<file path="src/rtl/isrw_map.svh">
/*
  Constants for the ISA slave ready and width decode block: I/O decode
  addresses, pin sense levels and reset values.
  Assumes inclusion by bare name from the package and design modules.
*/
`ifndef ISRW_MAP_SVH
`define ISRW_MAP_SVH

`define ISRW_IO_LO       16'h03B0
`define ISRW_IO_HI       16'h03DF
`define ISRW_SEQ_IDX     16'h03C4
`define ISRW_SEQ_DAT     16'h03C5
`define ISRW_GC_IDX      16'h03CE
`define ISRW_GC_DAT      16'h03CF
`define ISRW_CRT_MIDX    16'h03B4
`define ISRW_CRT_MDAT    16'h03B5
`define ISRW_CRT_CIDX    16'h03D4
`define ISRW_CRT_CDAT    16'h03D5
`define ISRW_STAT1_M     16'h03BA
`define ISRW_STAT1_C     16'h03DA
`define ISRW_PIN_RST_VAL 1'h1
`define ISRW_SYNC_STAGES 2

`endif

</file>
<file path="src/rtl/isrw_pkg.sv">
/*
  Types shared by the ISA slave ready and width decode block.
  Assumes isrw_map.svh is on the include path.
*/
`include "isrw_map.svh"

package isrw_pkg;
  typedef enum logic [2:0] {
    ISRW_IDLE    = 3'b000,
    ISRW_RD_WAIT = 3'b001,
    ISRW_RD_HOLD = 3'b010,
    ISRW_WR_WAIT = 3'b011,
    ISRW_WR_HOLD = 3'b100,
    ISRW_IO_HOLD = 3'b101
  } isrw_rdy_e;

  typedef logic [15:0] isrw_addr_t;
endpackage

</file>
<file path="src/rtl/isrw_dec_if.sv">
/*
  Carrier between the top module and its address decoder.
  Assumes both ends run on the same clock.
*/
`timescale 1ns/1ps

interface isrw_dec_if;
  logic [15:0] addr;
  logic        aen;
  logic        io_hit;
  logic        cs16_hit;

  modport owner (output addr, output aen, input io_hit, input cs16_hit);
  modport dec   (input addr, input aen, output io_hit, output cs16_hit);
endinterface

</file>
<file path="src/rtl/isrw_addr_decode.sv">
/*
  Combinational I/O address decode: range hit and 16-bit width hit.
  Assumes address and aen are already synchronised to clk.
*/
`timescale 1ns/1ps

module isrw_addr_decode
  import isrw_pkg::*;
(
  isrw_dec_if.dec d
);
  `include "isrw_map.svh"

  function automatic logic is_wide(input isrw_addr_t a);
    is_wide = (a == `ISRW_SEQ_IDX)  || (a == `ISRW_SEQ_DAT)  ||
              (a == `ISRW_GC_IDX)   || (a == `ISRW_GC_DAT)   ||
              (a == `ISRW_CRT_MIDX) || (a == `ISRW_CRT_MDAT) ||
              (a == `ISRW_CRT_CIDX) || (a == `ISRW_CRT_CDAT) ||
              (a == `ISRW_STAT1_M)  || (a == `ISRW_STAT1_C);
  endfunction

  always_comb begin
    d.io_hit   = !d.aen && (d.addr >= `ISRW_IO_LO) && (d.addr <= `ISRW_IO_HI);
    d.cs16_hit = !d.aen && is_wide(d.addr);
  end
endmodule

</file>
<file path="src/rtl/isrw_slave.sv">
/*
  ISA slave front end of a flat-panel VGA controller: ready line,
  16-bit I/O width indication, I/O register read and write strobes.
  Assumes ISA strobes, address and data arrive asynchronously from the
  bus pins; register file and write buffer status come from core logic
  on clk. Pins are split into input, output and active-low enable.
*/
`timescale 1ns/1ps

// What this block does
// - ready stays high during I/O and BIOS reads to us.
// - memory read: ready low at strobe fall, high when data ready, float after.
// - memory write with buffer space: ready driven high, no wait.
// - memory write with full buffer: ready low until an entry frees.
// - stalled write: ready high once space frees, float after strobe rises.
// - width indication only ever pulled low, open collector.
// - width indication decoded from address and address enable.
// - width asserted for sequencer, graphics, CRT and status-one addresses.
// - I/O read in range drives addressed register onto data bus.
// - address enable high: ignore I/O cycles, memory side unaffected.
// - I/O write latches data while strobe low, pulses write strobe after it rises.
module isrw_slave
  import isrw_pkg::*;
(
  input  wire logic        clk,
  input  wire logic        rst,
  input  wire logic [15:0] sa,
  input  wire logic        aen,
  input  wire logic        ior_n,
  input  wire logic        iow_n,
  input  wire logic        smemr_n,
  input  wire logic        smemw_n,
  input  wire logic        bios_sel,
  input  wire logic [15:0] sd_i,
  input  wire logic        rd_data_ready,
  input  wire logic        wbuf_full,
  input  wire logic [15:0] reg_rd_data,
  output logic             iochrdy_o,
  output logic             iochrdy_oe_n,
  output logic             iocs16_o,
  output logic             iocs16_oe_n,
  output logic [15:0]      sd_o,
  output logic             sd_oe_n,
  output logic [15:0]      reg_addr,
  output logic             reg_rd_en,
  output logic             reg_wr_stb,
  output logic [15:0]      reg_wr_data
);
  `include "isrw_map.svh"

  // two-stage pin synchronisers
  logic [15:0] sa_s1_q,  sa_s2_q;
  logic [15:0] sd_s1_q,  sd_s2_q;
  logic [5:0]  pin_s1_q, pin_s2_q;
  logic        ior_nq,   iow_nq, smemr_nq, smemw_nq, aen_q, bios_q;
  logic        iow_prev_q;

  always_ff @(posedge clk) begin
    if (rst) begin
      sa_s1_q    <= 16'h0000;
      sa_s2_q    <= 16'h0000;
      sd_s1_q    <= 16'h0000;
      sd_s2_q    <= 16'h0000;
      pin_s1_q   <= 6'h1F;
      pin_s2_q   <= 6'h1F;
      iow_prev_q <= `ISRW_PIN_RST_VAL;
    end else begin
      sa_s1_q    <= sa;
      sa_s2_q    <= sa_s1_q;
      sd_s1_q    <= sd_i;
      sd_s2_q    <= sd_s1_q;
      pin_s1_q   <= {bios_sel, aen, smemw_n, smemr_n, iow_n, ior_n};
      pin_s2_q   <= pin_s1_q;
      iow_prev_q <= pin_s2_q[1];
    end
  end

  always_comb begin
    ior_nq   = pin_s2_q[0];
    iow_nq   = pin_s2_q[1];
    smemr_nq = pin_s2_q[2];
    smemw_nq = pin_s2_q[3];
    aen_q    = pin_s2_q[4];
    bios_q   = pin_s2_q[5];
  end

  isrw_dec_if dif ();

  assign dif.addr = sa_s2_q;
  assign dif.aen  = aen_q;

  isrw_addr_decode u_dec (
    .d (dif.dec)
  );

  // ready state machine
  isrw_rdy_e st_q, st_d;
  logic      rdy_q, rdy_d;
  logic      rdy_oe_n_q, rdy_oe_n_d;
  logic      io_rd;

  always_comb begin
    io_rd      = !ior_nq && dif.io_hit;
    st_d       = st_q;
    rdy_d      = rdy_q;
    rdy_oe_n_d = rdy_oe_n_q;
    case (st_q)
      ISRW_IDLE: begin
        rdy_d      = 1'b1;
        rdy_oe_n_d = 1'b1;
        if (!smemr_nq && !bios_q) begin
          st_d       = ISRW_RD_WAIT;
          rdy_d      = 1'b0;
          rdy_oe_n_d = 1'b0;
        end else if (!smemw_nq && wbuf_full) begin
          st_d       = ISRW_WR_WAIT;
          rdy_d      = 1'b0;
          rdy_oe_n_d = 1'b0;
        end else if (!smemw_nq) begin
          st_d       = ISRW_WR_HOLD;
          rdy_d      = 1'b1;
          rdy_oe_n_d = 1'b0;
        end else if (io_rd || (!smemr_nq && bios_q)) begin
          st_d       = ISRW_IO_HOLD;
          rdy_d      = 1'b1;
          rdy_oe_n_d = 1'b0;
        end
      end
      ISRW_RD_WAIT: begin
        if (smemr_nq) begin
          st_d       = ISRW_IDLE;
          rdy_d      = 1'b1;
          rdy_oe_n_d = 1'b1;
        end else if (rd_data_ready) begin
          st_d  = ISRW_RD_HOLD;
          rdy_d = 1'b1;
        end
      end
      ISRW_WR_WAIT: begin
        if (smemw_nq) begin
          st_d       = ISRW_IDLE;
          rdy_d      = 1'b1;
          rdy_oe_n_d = 1'b1;
        end else if (!wbuf_full) begin
          st_d  = ISRW_WR_HOLD;
          rdy_d = 1'b1;
        end
      end
      ISRW_RD_HOLD: begin
        if (smemr_nq) begin
          st_d       = ISRW_IDLE;
          rdy_oe_n_d = 1'b1;
        end
      end
      ISRW_WR_HOLD: begin
        if (smemw_nq) begin
          st_d       = ISRW_IDLE;
          rdy_oe_n_d = 1'b1;
        end
      end
      ISRW_IO_HOLD: begin
        if (!io_rd && smemr_nq) begin
          st_d       = ISRW_IDLE;
          rdy_oe_n_d = 1'b1;
        end
      end
      default: begin
        st_d       = ISRW_IDLE;
        rdy_d      = 1'b1;
        rdy_oe_n_d = 1'b1;
      end
    endcase
  end

  always_ff @(posedge clk) begin
    if (rst) begin
      st_q       <= ISRW_IDLE;
      rdy_q      <= 1'b1;
      rdy_oe_n_q <= 1'b1;
    end else begin
      st_q       <= st_d;
      rdy_q      <= rdy_d;
      rdy_oe_n_q <= rdy_oe_n_d;
    end
  end

  assign iochrdy_o    = rdy_q;
  assign iochrdy_oe_n = rdy_oe_n_q;

  // I/O register access and width indication
  logic        cs16_oe_n_q, cs16_oe_n_d;
  logic [15:0] sd_q, sd_d;
  logic        sd_oe_n_q, sd_oe_n_d;
  logic [15:0] addr_q, addr_d;
  logic        rd_en_q, rd_en_d;
  logic        wr_stb_q, wr_stb_d;
  logic [15:0] wr_data_q, wr_data_d;
  logic        wr_hit_q,  wr_hit_d;

  always_comb begin
    cs16_oe_n_d = !dif.cs16_hit;
    sd_oe_n_d   = !io_rd;
    sd_d        = io_rd ? reg_rd_data : sd_q;
    rd_en_d     = io_rd;
    addr_d      = addr_q;
    wr_data_d   = wr_data_q;
    wr_stb_d    = 1'b0;
    wr_hit_d    = !iow_nq && dif.io_hit;
    if (io_rd) begin
      addr_d = sa_s2_q;
    end
    if (!iow_nq && dif.io_hit) begin
      addr_d    = sa_s2_q;
      wr_data_d = sd_s2_q;
    end
    if (iow_nq && !iow_prev_q && !aen_q && wr_hit_q) begin
      wr_stb_d = 1'b1;
    end
  end

  always_ff @(posedge clk) begin
    if (rst) begin
      cs16_oe_n_q <= 1'b1;
      sd_q        <= 16'h0000;
      sd_oe_n_q   <= 1'b1;
      addr_q      <= 16'h0000;
      rd_en_q     <= 1'b0;
      wr_stb_q    <= 1'b0;
      wr_data_q   <= 16'h0000;
      wr_hit_q    <= 1'b0;
    end else begin
      cs16_oe_n_q <= cs16_oe_n_d;
      sd_q        <= sd_d;
      sd_oe_n_q   <= sd_oe_n_d;
      addr_q      <= addr_d;
      rd_en_q     <= rd_en_d;
      wr_stb_q    <= wr_stb_d;
      wr_data_q   <= wr_data_d;
      wr_hit_q    <= wr_hit_d;
    end
  end

  assign iocs16_o    = 1'b0;
  assign iocs16_oe_n = cs16_oe_n_q;
  assign sd_o        = sd_q;
  assign sd_oe_n     = sd_oe_n_q;
  assign reg_addr    = addr_q;
  assign reg_rd_en   = rd_en_q;
  assign reg_wr_stb  = wr_stb_q;
  assign reg_wr_data = wr_data_q;
endmodule

</file>
<file path="config.mk">
export PLATFORM = sky130hd
export DESIGN_NAME = isrw_slave
export DESIGN_NICKNAME = d
export VERILOG_FILES = /design/src/rtl/isrw_pkg.sv /design/src/rtl/isrw_dec_if.sv /design/src/rtl/isrw_addr_decode.sv /design/src/rtl/isrw_slave.sv
export VERILOG_INCLUDE_DIRS = /design/src /design/src/rtl
export SDC_FILE = /design/constraint.sdc
export NUM_CORES = 1
export LEC_CHECK = 0
export BUFFER_PORTS_ARGS = -buffer_cell sky130_fd_sc_hd__buf_4
export CAP_MARGIN = 10
export CORE_ASPECT_RATIO = 1.75
export CORE_UTILIZATION = 40
export DETAILED_ROUTE_END_ITERATION = 16
export GPL_ROUTABILITY_DRIVEN = 0
export HOLD_SLACK_MARGIN = 0.06
export PLACE_DENSITY = 0.73
export SKIP_CTS_REPAIR_TIMING = 1
export SLEW_MARGIN = 0
export SYNTH_ARGS = -nofsm -noshare
export SYNTH_HDL_FRONTEND = slang
export SYNTH_SLANG_ARGS = --single-unit
</file>
<file path="constraint.sdc">
create_clock -name clk -period 2.2 [get_ports clk]
set_input_delay 0.11 -clock clk [delete_from_list [all_inputs] [get_ports clk]]
set_output_delay 0.11 -clock clk [all_outputs]
set_load 0.02 [all_outputs]
</file>
==> reports/results.ini <==
[yosys]
synth-seq-cells=135
syn_inst=455
synth-seq-area-share_pct=59.6
synth_warnings=0
syn_nets=513
async_reset_ff_share_pct=0
netlist-cell-type-count=49
syn_area_per_cell_sq_um=9.97
synth_ff_type=dfxtp_1
synthesis.area_sq_um=4540
synth-edff-count=0

[detailed_routing]
wl_met3_um=602
wl_per_cell_um=13.4
dr_wl_met2_mm=5.35
viasPerCell=4.94
drc_errors=0
wl_met1_mm=3.95
top_layer=met4
drtIter0Drc=231
final_antenna_net_count=0
dr.pass1.iters=4
vias=3726
routed_wl_mm=10.1

[cells_and_area]
drive_above_1_share_pct=26.0
ff_latch_area_sq_um=2700
fin_cells=755
syn2layout_area_growth_pct=44.2
antennaDiodeCount=0
fill_cells=930
layout_commonest_cell=dfxtp_1
multi_input_area_sq_um=1670
final_cell_mix=dfxtp_1, buf_4, nor2b_1, dlygate4sd3_1, nand3_1
nNetsFinal=671
final_area_sq_um=6540

[timing]
hold_viol_final=0
finClkSkew_ns=0.00770
max_freq_mhz=555
tns_ns=0
fin_ws_ns=0.399
min_period_ns=1.80
worst_pin_slew_ns=0.632
relSlewSlack_pct=57.5
rsz0062_at_grt=false
setup_viol=0
drv_slew=0
whs_ns=0.0886
period_share_pct=81.9

[critical_path]
cp.buffers_inverters=1
critPathLaunch=dif.addr[6]
rr_startpoint=dif.addr[6]
cp.arrival_ns=2.13
required_ns=2.52
critPathCaptureType=register
max_stage_delay_ns=0.44
cp_slowest_cell=buf_4
worstSetupPathType=register to register
cp_top_family=compound AO/OA/AOI/OAI gates
crit_path_cell_trace=and4b_1 > o2111ai_4 > buf_4 > o21ai_1 > a21oi_1
path_max_fanout=39
cp-start-kind=register

[cts]
clkLatencyLatePin_ns=0.40
cts.sinks=135
cts_max_level=4
cts_tree=yes
cts_root_buffer=clkbuf_16
numCtsBuffers=17
cts_buffer_depth=2
clk_pin_slew_worst_paths_ns=0.05

[run_status]
status=finished clean

[placement]
portBuffers=111
dpl_cell_area_sq_um=5470
place_inst=672
dpl.hpwl_mm=6.51
pre_cts_slack_ns=0.452

[pwr]
power_leakage_nw=2.64
worst_ir_drop_vdd_mv=0.634
pwr_density_cell_nw_per_um2=825

[floorplan]
floorplan.initialDensity_pct=40.9
core_area_sq_um=11100
die_w_um=82.5
fp.dieH_um=143
die-area_sq_um=11800
num_rows=51
ios=113

[run]
cap_violations=0

[hold_path]
worstHoldStart=rst
hp-class=primary input to register

[global_routing]
grt_max_degree=58
antenna_found_initial=0
grt_pass1_vias=3260
gr-usage-all-layers_pct=16.4
grt_first_pass_wirelength_mm=14.4
grt.overflow.total=0

## layer usage
| layer | vias to the layer above | track usage, % |
|---|---|---|
| met2 | 134 | 28.6 |
| met4 | 0 | 8.53 |
| met5 | - | 0 |
| met1 | 1695 | 16.6 |
| li1 | 1877 | - |
| met3 | 20 | 5.81 |
## kinds of logic (layout without fill, tap and decap cells)
kind of cell    Yosys count  in the layout  share of synthesized area, %
other cells               1              1                        0.0826
compound gates          108            108                          13.7
xor+xnor                  1              1                         0.193
buf+inv                  41            209                          3.86
simple gates            167            167                          22.1
mux                       2              2                         0.469
flops                   135            135                          59.6
## where the power goes
group | total [mW] | leakage (nW) | switching, mW | internal [mW]
Combinational | 0.325 | 1.28 | 0.130 | 0.196
Sequential | 2.55 | 1.10 | 0.0360 | 2.52
Clock | 2.52 | 0.257 | 0.930 | 1.59
Total | 5.40 | 2.64 | 1.10 | 4.30
## layout make-up
| cell class | instances | area share (%) |
|---|---|---|
| Clock buffer | 21 | 7.04 |
| Clock inverter | 8 | 1.17 |
| Timing Repair Buffer | 175 | 22.1 |
| Sequential cell | 135 | 41.3 |
| Multi-Input combinational cell | 279 | 25.5 |
| Tap cell | 132 | 2.52 |
| Inverter | 5 | 0.287 |
## cells in the mapped netlist (2+ instances only)
library cell / instances / share of area (%)
dfxtp_1: 135 / 60
nor2b_1: 67 / 9.2
nand3_1: 44 / 4.9
a21oi_1: 41 / 4.5
o21ai_1: 40 / 4.4
clkbuf_1: 23 / 1.9
nor2_1: 13 / 1.1
or2_2: 10 / 1.4
buf_2: 8 / 0.88
nor3b_1: 7 / 1.2
nand2_1: 5 / 0.41
nor4_1: 4 / 0.55
o21ai_0: 4 / 0.44
and3b_1: 3 / 0.58
buf_4: 3 / 0.50
inv_1: 3 / 0.25
nand2b_1: 3 / 0.41
o21a_1: 3 / 0.50
a211oi_1: 2 / 0.33
a21o_1: 2 / 0.33
a31oi_1: 2 / 0.28
buf_1: 2 / 0.17
o211ai_1: 2 / 0.33
o41ai_1: 2 / 0.39
or3b_1: 2 / 0.39
or4b_1: 2 / 0.44
## path summary, 6_finish.rpt
check,end,slack [ns],depth (start not counted)
hold / removal,sd_o[1],0.09,2
setup / recovery,reg_wr_data[10],0.40,5
hold reg to reg,reg_wr_stb,0.39,1
setup reg to reg,reg_wr_data[10],0.40,5
## flip-flops by register name, summed over array words and instances, names as in the netlist, 3 cells and up
name         count
sa_s1_q         16
dif.addr        16
pin_s1_q         6
pin_s2_q         6
reg_wr_data     16
reg_addr        16
sd_s2_q         16
sd_s1_q         16
st_q             3
sd_o            16
## through the flow
stage               utilization (%)  power, mW
floorplan                         -       2.73
global placement               49.2       2.84
detailed placement             49.2       2.85
CTS                            54.1       5.38
global route                   58.9       5.59
finish                         58.9       5.40
(Power assumes the default switching activity.)
